## src/pkg/orcs_pkg.sv

```systemverilog
/*
  Constants and carrier types for the retry-limit, compare-swap and
  configuration ROM header register block.
  Assumes a 32-bit APB master and three same-clock transmit engines.
*/
package orcs_pkg;

   // ==========================================================
   // Register offsets (byte addresses)
   localparam logic [7:0] OFS_VERSION      = 8'h00;
   localparam logic [7:0] OFS_RETRY        = 8'h08;
   localparam logic [7:0] OFS_SWAP_DATA    = 8'h0C;
   localparam logic [7:0] OFS_SWAP_CMP     = 8'h10;
   localparam logic [7:0] OFS_SWAP_CTRL    = 8'h14;
   localparam logic [7:0] OFS_ROM_HDR      = 8'h18;
   localparam logic [7:0] OFS_IRQ_STATUS   = 8'h40;
   localparam logic [7:0] OFS_IRQ_MASK     = 8'h44;
   localparam logic [7:0] OFS_LINK_CTRL    = 8'h48;

   // ==========================================================
   // Field positions
   localparam int RETRY_REQ_LSB   = 0;
   localparam int RETRY_RESP_LSB  = 4;
   localparam int RETRY_PHYS_LSB  = 8;
   localparam int RETRY_WR_MSB    = 11;
   localparam int SWAP_DONE_BIT   = 31;
   localparam int SWAP_SEL_MSB    = 1;
   localparam int ROM_PRESENT_BIT = 24;
   localparam int LINK_ACTIVE_BIT = 0;
   localparam int IRQ_SWAP_BIT    = 0;
   localparam int IRQ_GIVEUP_LSB  = 1;
   localparam int IRQ_CRC_BIT     = 4;
   localparam int IRQ_WIDTH       = 5;

   // ==========================================================
   // Reset values and fixed figures
   localparam logic [31:0] RETRY_RST     = 32'h0000_0000;
   localparam logic [31:0] CTRL_RST      = 32'h0000_0000;
   localparam logic [31:0] ROM_HDR_RST   = 32'h0000_0000;
   localparam logic [31:0] VERSION_RST   = 32'h0001_0000;
   localparam logic [47:0] ROM_HDR_BUS_ADDR = 48'hFFFF_F000_0400;
   localparam logic [1:0]  STRAP_DELAY   = 2'h2;

   // ==========================================================
   // Carrier types
   typedef struct packed {
      logic start;      // New packet goes out
      logic ack_valid;  // Acknowledge arrived
      logic ack_retry;  // Ack was busy or data error
   } orcs_tx_ack_type;

   typedef struct packed {
      logic resend;     // Send the packet again
      logic gave_up;    // Retries used up
      logic finished;   // Packet closed without further retry
   } orcs_tx_stat_type;

   typedef enum logic [1:0] {SW_IDLE, SW_EXEC, SW_FINISH} orcs_swap_state_type;

endpackage

```

## src/core/orcs_regs.sv

```systemverilog
/*
  Register bank with transmit retry limits, compare-swap access to the four
  bus management resources, configuration ROM header and interrupt logic.
  Assumes an APB master on CLK_SYS_I, transmit engines on the same clock,
  and a serial-ROM reader that presents the CRC with a one-cycle valid.
*/
// Summary of operation
// RULE_01: Second retry limit bits 31:29 always read as zero.
// RULE_02: Cycle limit bits 28:16 always read as zero.
// RULE_03: Physical response unit retries on busy or data error up to limit.
// RULE_04: Response unit retries on busy or data error up to its limit.
// RULE_05: Request unit retries on busy or data error up to its limit.
// RULE_06: Retry bits 15:12 and swap control bits 30:2 read as zero.
// RULE_07: Swap data is stored into the resource only on a matching compare.
// RULE_08: Swap compare value is checked against the selected resource.
// RULE_09: Swap complete flag in bit 31 sets when the swap finishes.
// RULE_10: Any write to swap control clears the complete flag; a write during SW_FINISH leaves it set.
// RULE_11: Select 0..3 picks manager id, bandwidth, channels high, channels low.
// RULE_12: ROM header answers serial bus reads at the fixed first ROM address.
// RULE_13: Software keeps length fields valid while the link is active.
// RULE_14: Software keeps the CRC field valid while the link is active.
// RULE_15: CRC field loads from the serial ROM when one is present.
// RULE_16: Read-only flag shows serial ROM presence; loading follows reset.
// RULE_17: Control write starts the swap; old value readable before flag.
// RULE_18: Retries counted per packet; stop at limit; zero limit means none.
`timescale 1ns/1ns
module orcs_regs
(
   input  wire logic                           CLK_SYS_I,
   input  wire logic                           RST_N_I,
   // APB slave
   input  wire logic                           PSEL_I,
   input  wire logic                           PENABLE_I,
   input  wire logic                           PWRITE_I,
   input  wire logic [7:0]                     PADDR_I,
   input  wire logic [31:0]                    PWDATA_I,
   output logic                                PREADY_O,
   output logic [31:0]                         PRDATA_O,
   output logic                                PSLVERR_O,
   // Transmit engines: 0 request, 1 response, 2 physical response
   input  wire orcs_pkg::orcs_tx_ack_type [2:0] TX_ACK_I,
   output orcs_pkg::orcs_tx_stat_type [2:0]    TX_STAT_O,
   // Serial bus quadlet read of the ROM header
   input  wire logic                           CFG_RD_REQ_I,
   input  wire logic [47:0]                    CFG_RD_ADDR_I,
   output logic                                CFG_RD_HIT_O,
   output logic [31:0]                         CFG_RD_DATA_O,
   // Serial ROM
   input  wire logic                           SROM_PRESENT_I,
   input  wire logic                           SROM_CRC_VALID_I,
   input  wire logic [15:0]                    SROM_CRC_I,
   // Status
   output logic                                LINK_ACTIVE_O,
   output logic                                IRQ_O
);
   import orcs_pkg::*;

   // ==========================================================
   // Declarations
   logic                      pready;
   logic [31:0]               prdata;
   logic                      pslverr;
   logic [11:0]               retry_limits;
   logic [31:0]               swap_data;
   logic [31:0]               swap_cmp;
   logic                      swap_done;
   logic [1:0]                swap_sel;
   logic [31:0]               rom_hdr;
   logic [31:0]               mgmt_res [4];
   logic [31:0]               swap_old;
   orcs_swap_state_type       swap_state;
   logic [IRQ_WIDTH-1:0]      irq_status;
   logic [IRQ_WIDTH-1:0]      irq_mask;
   logic                      link_active;
   logic                      rom_present;
   logic                      strap_meta;
   logic                      strap_sync;
   logic [1:0]                strap_cnt;
   logic                      strap_taken;
   logic [3:0]                retry_cnt [3];
   logic [2:0]                tx_busy;
   orcs_tx_stat_type [2:0]    tx_stat;
   logic                      cfg_hit;
   logic [31:0]               cfg_data;
   logic                      irq;
   logic                      access;
   logic                      wr_en;
   logic                      rd_done;
   logic [IRQ_WIDTH-1:0]      next_irq_set;
   logic [31:0]               next_prdata;
   logic                      next_pslverr;

   // Limit of one transmit engine taken from the retry register
   function automatic logic [3:0] unit_limit(input logic [11:0] lim, input int unit);
      logic [3:0] val;
      val = 4'h0;
      unique case (unit)
         0: val = lim[RETRY_REQ_LSB +: 4];                  // RULE_05
         1: val = lim[RETRY_RESP_LSB +: 4];                 // RULE_04
         default: val = lim[RETRY_PHYS_LSB +: 4];           // RULE_03
      endcase
      return val;
   endfunction

   // Address match helper for the decode
   function automatic logic hit(input logic [7:0] a, input logic [7:0] ofs);
      return a == ofs;
   endfunction

   // ==========================================================
   // APB handshake: one wait state, writes land on the completing edge
   assign access  = PSEL_I && PENABLE_I;
   assign wr_en   = access && pready && PWRITE_I;
   assign rd_done = access && pready && !PWRITE_I;

   always_ff @(posedge CLK_SYS_I)
   begin
      if (!RST_N_I)
      begin
         pready  <= 1'b0;
         prdata  <= 32'h0000_0000;
         pslverr <= 1'b0;
      end
      else
      begin
         pready  <= access && !pready;
         prdata  <= next_prdata;
         pslverr <= next_pslverr;
      end
   end

   // Read multiplexer; reserved and dual-phase fields are forced low
   always_comb
   begin
      next_prdata  = 32'h0000_0000;
      next_pslverr = 1'b0;
      if (access && !pready)
      begin
         if (hit(PADDR_I, OFS_VERSION))
         begin
            next_prdata = VERSION_RST;
            next_prdata[ROM_PRESENT_BIT] = rom_present;      // RULE_16
         end
         else if (hit(PADDR_I, OFS_RETRY))
            next_prdata = {16'h0000, 4'h0, retry_limits};    // RULE_01 RULE_02 RULE_06
         else if (hit(PADDR_I, OFS_SWAP_DATA))
            next_prdata = swap_data;
         else if (hit(PADDR_I, OFS_SWAP_CMP))
            next_prdata = swap_cmp;
         else if (hit(PADDR_I, OFS_SWAP_CTRL))
            next_prdata = {swap_done, 29'h0000_0000, swap_sel}; // RULE_06
         else if (hit(PADDR_I, OFS_ROM_HDR))
            next_prdata = rom_hdr;
         else if (hit(PADDR_I, OFS_IRQ_STATUS))
            next_prdata = {27'h000_0000, irq_status};
         else if (hit(PADDR_I, OFS_IRQ_MASK))
            next_prdata = {27'h000_0000, irq_mask};
         else if (hit(PADDR_I, OFS_LINK_CTRL))
            next_prdata = {31'h0000_0000, link_active};
         else
            next_pslverr = 1'b1;  // Unmapped: error, data zero
      end
   end

   // ==========================================================
   // Software-written configuration
   always_ff @(posedge CLK_SYS_I)
   begin
      if (!RST_N_I)
      begin
         retry_limits <= RETRY_RST[11:0];
         swap_cmp     <= 32'h0000_0000;
         swap_sel     <= CTRL_RST[1:0];
         irq_mask     <= {IRQ_WIDTH{1'b0}};
         link_active  <= 1'b0;
      end
      else if (wr_en)
      begin
         if (hit(PADDR_I, OFS_RETRY))
            retry_limits <= PWDATA_I[RETRY_WR_MSB:0];
         if (hit(PADDR_I, OFS_SWAP_CMP))
            swap_cmp <= PWDATA_I;                            // RULE_08
         if (hit(PADDR_I, OFS_SWAP_CTRL))
            swap_sel <= PWDATA_I[SWAP_SEL_MSB:0];            // RULE_11
         if (hit(PADDR_I, OFS_IRQ_MASK))
            irq_mask <= PWDATA_I[IRQ_WIDTH-1:0];
         if (hit(PADDR_I, OFS_LINK_CTRL))
            link_active <= PWDATA_I[LINK_ACTIVE_BIT];
      end
   end

   // ==========================================================
   // Compare-swap engine; resources are indexed by the select code
   always_ff @(posedge CLK_SYS_I)
   begin
      if (!RST_N_I)
      begin
         swap_state <= SW_IDLE;
         swap_old   <= 32'h0000_0000;
         for (int i = 0; i < 4; i++)
            mgmt_res[i] <= 32'h0000_0000;
      end
      else
      begin
         unique case (swap_state)
            SW_IDLE:
               if (wr_en && hit(PADDR_I, OFS_SWAP_CTRL))
                  swap_state <= SW_EXEC;                     // RULE_17
            SW_EXEC:
            begin
               swap_old <= mgmt_res[swap_sel];               // RULE_11
               if (mgmt_res[swap_sel] == swap_cmp)           // RULE_08
                  mgmt_res[swap_sel] <= swap_data;           // RULE_07
               swap_state <= SW_FINISH;
            end
            SW_FINISH:
               swap_state <= SW_IDLE;
         endcase
      end
   end

   // Swap data: software value, replaced by the old content after a swap
   always_ff @(posedge CLK_SYS_I)
   begin
      if (!RST_N_I)
         swap_data <= 32'h0000_0000;
      else if (swap_state == SW_EXEC)
         swap_data <= mgmt_res[swap_sel];                    // RULE_17
      else if (wr_en && hit(PADDR_I, OFS_SWAP_DATA))
         swap_data <= PWDATA_I;
   end

   // Complete flag; hardware set beats a software write in the same cycle
   always_ff @(posedge CLK_SYS_I)
   begin
      if (!RST_N_I)
         swap_done <= CTRL_RST[SWAP_DONE_BIT];
      else if (swap_state == SW_FINISH)
         swap_done <= 1'b1;                                  // RULE_09
      else if (wr_en && hit(PADDR_I, OFS_SWAP_CTRL))
         swap_done <= 1'b0;                                  // RULE_10
   end

   // ==========================================================
   // Serial ROM strap, caught a few cycles after reset release
   always_ff @(posedge CLK_SYS_I)
   begin
      if (!RST_N_I)
      begin
         strap_meta  <= 1'b0;
         strap_sync  <= 1'b0;
         strap_cnt   <= 2'h0;
         strap_taken <= 1'b0;
         rom_present <= 1'b0;
      end
      else
      begin
         strap_meta <= SROM_PRESENT_I;
         strap_sync <= strap_meta;
         if (!strap_taken)
         begin
            if (strap_cnt == STRAP_DELAY)
            begin
               rom_present <= strap_sync;                    // RULE_16
               strap_taken <= 1'b1;
            end
            else
               strap_cnt <= strap_cnt + 2'h1;
         end
      end
   end

   // ROM header; CRC field is overwritten by a ROM load when present
   always_ff @(posedge CLK_SYS_I)
   begin
      if (!RST_N_I)
         rom_hdr <= ROM_HDR_RST;
      else
      begin
         if (wr_en && hit(PADDR_I, OFS_ROM_HDR))
            rom_hdr <= PWDATA_I;
         if (SROM_CRC_VALID_I && rom_present)
            rom_hdr[15:0] <= SROM_CRC_I;                     // RULE_15
      end
   end

   // Serial bus view of the header, answered one cycle after the request
   always_ff @(posedge CLK_SYS_I)
   begin
      if (!RST_N_I)
      begin
         cfg_hit  <= 1'b0;
         cfg_data <= 32'h0000_0000;
      end
      else
      begin
         cfg_hit  <= CFG_RD_REQ_I && (CFG_RD_ADDR_I == ROM_HDR_BUS_ADDR); // RULE_12
         cfg_data <= (CFG_RD_REQ_I && (CFG_RD_ADDR_I == ROM_HDR_BUS_ADDR)) ? rom_hdr : 32'h0000_0000;
      end
   end

   // ==========================================================
   // Retry counters, one per engine; a start rearms the count
   always_ff @(posedge CLK_SYS_I)
   begin
      if (!RST_N_I)
      begin
         tx_busy <= 3'h0;
         tx_stat <= '0;
         for (int u = 0; u < 3; u++)
            retry_cnt[u] <= 4'h0;
      end
      else
      begin
         for (int u = 0; u < 3; u++)
         begin
            tx_stat[u] <= '0;
            if (TX_ACK_I[u].start)
            begin
               tx_busy[u]   <= 1'b1;
               retry_cnt[u] <= 4'h0;                         // RULE_18
            end
            else if (tx_busy[u] && TX_ACK_I[u].ack_valid)
            begin
               if (!TX_ACK_I[u].ack_retry)
               begin
                  tx_busy[u]            <= 1'b0;
                  tx_stat[u].finished   <= 1'b1;
               end
               else if (retry_cnt[u] < unit_limit(retry_limits, u)) // RULE_03 RULE_04 RULE_05
               begin
                  retry_cnt[u]          <= retry_cnt[u] + 4'h1;
                  tx_stat[u].resend     <= 1'b1;
               end
               else
               begin
                  tx_busy[u]            <= 1'b0;             // RULE_18
                  tx_stat[u].gave_up    <= 1'b1;
               end
            end
         end
      end
   end

   // ==========================================================
   // Interrupts: sticky events, cleared by reading status; set wins
   always_comb
   begin
      next_irq_set = {IRQ_WIDTH{1'b0}};
      next_irq_set[IRQ_SWAP_BIT] = (swap_state == SW_FINISH);
      for (int u = 0; u < 3; u++)
         next_irq_set[IRQ_GIVEUP_LSB + u] = tx_stat[u].gave_up;
      next_irq_set[IRQ_CRC_BIT] = SROM_CRC_VALID_I && rom_present;
   end

   always_ff @(posedge CLK_SYS_I)
   begin
      if (!RST_N_I)
      begin
         irq_status <= {IRQ_WIDTH{1'b0}};
         irq        <= 1'b0;
      end
      else
      begin
         if (rd_done && hit(PADDR_I, OFS_IRQ_STATUS))
            irq_status <= next_irq_set;
         else
            irq_status <= irq_status | next_irq_set;
         irq <= |(irq_status & irq_mask);
      end
   end

   // ==========================================================
   // Outputs
   assign PREADY_O      = pready;
   assign PRDATA_O      = prdata;
   assign PSLVERR_O     = pslverr;
   assign TX_STAT_O     = tx_stat;
   assign CFG_RD_HIT_O  = cfg_hit;
   assign CFG_RD_DATA_O = cfg_data;
   assign LINK_ACTIVE_O = link_active;  // RULE_13 RULE_14 software keeps header valid
   assign IRQ_O         = irq;
endmodule

```

## config.mk

```make
export PLATFORM = sky130hd
export DESIGN_NAME = orcs_regs
export DESIGN_NICKNAME = d
export VERILOG_FILES = /design/src/pkg/orcs_pkg.sv /design/src/core/orcs_regs.sv
export SDC_FILE = /design/constraint.sdc
export NUM_CORES = 1
export LEC_CHECK = 0
export BUFFER_PORTS_ARGS = -buffer_cell sky130_fd_sc_hd__buf_2
export CAP_MARGIN = 20
export CELL_PAD_IN_SITES_DETAIL_PLACEMENT = 1
export CELL_PAD_IN_SITES_GLOBAL_PLACEMENT = 1
export CORE_UTILIZATION = 45
export DETAILED_ROUTE_END_ITERATION = 8
export GPL_TIMING_DRIVEN = 0
export PLACE_DENSITY_LB_ADDON = 0.1
export SETUP_SLACK_MARGIN = 0.3
export SKIP_CTS_REPAIR_TIMING = 1
export SLEW_MARGIN = 15
export SYNTH_ARGS = -nofsm -noshare
export SYNTH_HDL_FRONTEND = slang
export SYNTH_SLANG_ARGS = --single-unit
```

## constraint.sdc

```tcl
create_clock -name CLK_SYS_I -period 5.9 [get_ports CLK_SYS_I]
set_clock_uncertainty 0.15 [all_clocks]
set_input_delay 0.885 -clock CLK_SYS_I [delete_from_list [all_inputs] [get_ports CLK_SYS_I]]
set_output_delay 0.885 -clock CLK_SYS_I [all_outputs]
set_load 0.005 [all_outputs]
```

==> impl_metrics.tcl <==
set metrics [dict create \
    worst_pin_slew_ns 1.07 \
    criticalPathCategory "reg -> reg" \
    cap_violations 0 \
    report.final.hold_viol_count 0 \
    hold_path.class "reg -> reg" \
    synth_top_area_share_pct 28.2 \
    cp_slowest_cell "mux4_2" \
    synth.distinct_cells 53 \
    grt_pass1_vias 12121 \
    ff2ff_setup_slack_ns 1.17 \
    area_growth_syn_to_layout_pct 19.9 \
    crit_path_max_incr_delay_ns 0.61 \
    die_h_um 185 \
    crit_path_start_kind "flop" \
    p_int_mw 4.27 \
    async_flop_share_pct 0 \
    period_share_pct 80.2 \
    postSynthAreaPerCell_sq_um 10.5 \
    worst-path-stages 10 \
    root_buffer "clkbuf_16" \
    synth.cell_area_sq_um 15100 \
    initial_utilization_pct 46.0 \
    clk_pin_slew_ns 0.06 \
    yosysTopAreaCell "dfxtp_1" \
    power.density_nw_per_um2 315 \
    period_needed_ns 4.73 \
    vias 12131 \
    ios 199 \
    synth_edf_count 140 \
    fmax_ghz 0.211 \
    ys.flop_type "dfxtp_1" \
    slew_headroom_pct 27.5 \
    synthCells 1431 \
    drc 0 \
    synth-seq-cells 352 \
    power_leakage_nw 6.96 \
    drive_above_1_share_pct 19.0 \
    die-area_sq_um 34200 \
    rr_worst_depth 10 \
    clock-sinks 352 \
    vdd_drop_max_v 0.000207 \
    seqPwrFrac_pct 48.0 \
    crit_buf_inv 4 \
    final_common_cell "nand2_1" \
    syn_nets 1568 \
    outcome "finished clean" \
    cts_max_path_buffers 3 \
    crit_top_cell "nand4_1" \
    drtIter0Drc 901 \
    yosysSeqAreaShare_pct 56.0 \
    holdWs_ns 0.342 \
    rsz0062_at_grt "no" \
    crit_fanout 18 \
    worstReg2RegEnd "mgmt_res[1][7]" \
    arrival_ns 4.81 \
    hold_depth 2 \
    finalSetupViolations 0 \
    via_per_inst 5.64 \
    crit_end "mgmt_res[1][7]" \
    clk_latency_ns 0.54 \
    wl_per_cell_um 23.6 \
    grt_usage_pct 30.1 \
    swShare_pct 25.0 \
    combPwrFrac_pct 8.7 \
    port_buffers 198 \
    drtPass1Iterations 6 \
    grt_pass1_wl_um 75700 \
    yosys-top-cells-area "dfxtp_1 28%, edfxtp_1 28%, nand2_1 6.5%, mux4_2 4.6%, nor2_1 3.9%" \
    yosysWarnings 0 \
    layout_common_cells "260 x nand2_1, 212 x dfxtp_1, 201 x buf_2" \
    slew_violations 0 \
    placementRows 66 \
    grt_max_degree 27 \
    nNetsFinal 1815 \
    path_cells "buf_2 -> buf_4 -> mux4_2 -> xnor2_1 -> nand4_1 -> nor4_2 -> nand4_1 -> clkbuf_1 -> nand2_2 -> buf_16" \
    critPathTopFamily "simple AND/OR/NAND/NOR gates" \
    p_switching_mw 1.43 \
    hpwlAfterDp_um 38700 \
    antenna_found_initial 3 \
    clock_power_share_pct 43.3 \
    core-area_sq_um 32800 \
    dp.cells 2078 \
    overflow 0 \
    end_kind "flop" \
    htree_num_levels 2 \
    postRouteAntennaNets 0 \
    totalWireLength_um 50800 \
    total_power_mw 5.69 \
    cts_tree "yes" \
    stdcell_count 2152 \
    required_ns 5.98 \
    place.gp.congestion 0.909 \
    die_w_um 185 \
    cts_buffers 40 \
]
## power by group through the flow
stage                     Clock (mW)  Sequential [mW]  Combinational (mW)
after CTS                       2.49             2.72               0.494
after global routing            2.60             2.74               0.537
after detailed placement           0             2.78               0.490
after floorplan                    0             2.72               0.307
after global placement             0             2.77               0.466
final                           2.47             2.73               0.496
## tightest hold or removal path: cells and delay by family, from the launching register on
| family | cells | cell delay (ns) |
|---|---|---|
| AOI/OAI and AO/OA | 1 | 0.06 |
| and+or+nand+nor | 1 | 0.05 |
| DFF | 1 | 0.32 |
## flip-flops by register name, summed over array words and instances (netlist names), 3 cells and up, named ones only
signal         count
retry_cnt         12
mgmt_res         128
tx_busy            3
swap_data         32
swap_cmp          32
irq_mask           5
rom_hdr           32
CFG_RD_DATA_O     32
irq_status         5
retry_limits      12
PRDATA_O          32
TX_STAT_O          9
## per-layer routing
layer | routed length, um | track usage, % | up-vias
met5 | 0 | 0 | -
met4 | 1410 | 9.75 | 0
met3 | 3290 | 4.23 | 78
met2 | 23400 | 48.9 | 470
met1 | 22600 | 41.5 | 6026
li1 | - | - | 5557
## cells by family (layout without fill, tap and decap cells)
logic type | count (synthesis) | count (layout) | share of synthesized area [%]
muxes | 79 | 79 | 7.84
buffers and inverters | 123 | 400 | 3.23
and+or+nand+nor | 580 | 580 | 17.1
xor gates and xnor gates | 36 | 36 | 2.09
DFF | 352 | 352 | 56.0
AOI/OAI and AO/OA | 245 | 245 | 12.4
other | 0 | 2 | 0
adders and majority gates | 16 | 16 | 1.33
## area by class of cell
type,count,area (sq um)
repair buffers,205,1120
clock inverters,23,203
fillers,3613,14700
flip-flops and latches,352,8450
clock buffers,49,1090
plain buffers,92,372
multi-input cells,956,6170
inverters,31,116
well taps,442,553
diodes,2,5.00
## worst min path at each step
stage / start / to / slack [ns]
6_report: retry_limits[4] / retry_limits[4] / 0.34
5_1_grt: strap_meta / strap_sync / 0.37
4_1_cts: strap_meta / strap_sync / 0.33
3_5_place_dp: strap_meta / strap_sync / 0.30
3_3_place_gp: retry_limits[11] / retry_limits[11] / 0.32
2_1_floorplan: strap_meta / strap_sync / 0.26
## metrics by stage
step / TNS, ns / utilization (%) / area (sq um) / worst slack (ns)
finish: 0 / 55.1 / 18100 / 1.17
global route: 0 / 55.1 / 18100 / 1.02
CTS: 0 / 55.1 / 18100 / 1.10
detailed placement: 0 / 51.2 / 16800 / 1.14
global placement: -61.82 / 50.7 / 16600 / -1.93
floorplan: 0 / - / 15100 / 0.773
## cells in the mapped netlist (13+ instances only)
| library cell | n |
|---|---|
| edfxtp_1 | 140 |
| and2_1 | 38 |
| ha_1 | 16 |
| clkbuf_1 | 81 |
| inv_1 | 31 |
| nor2_1 | 157 |
| a21boi_0 | 71 |
| mux4_2 | 31 |
| o211a_1 | 50 |
| xnor2_1 | 28 |
| dfxtp_1 | 212 |
| mux2i_1 | 46 |
| nand2_1 | 263 |
| nand4_1 | 14 |
| a22oi_1 | 45 |
| nand3_1 | 46 |
| nor2b_1 | 13 |
| a21oi_1 | 41 |
No activity file was read; power rests on OpenSTA's default activity.
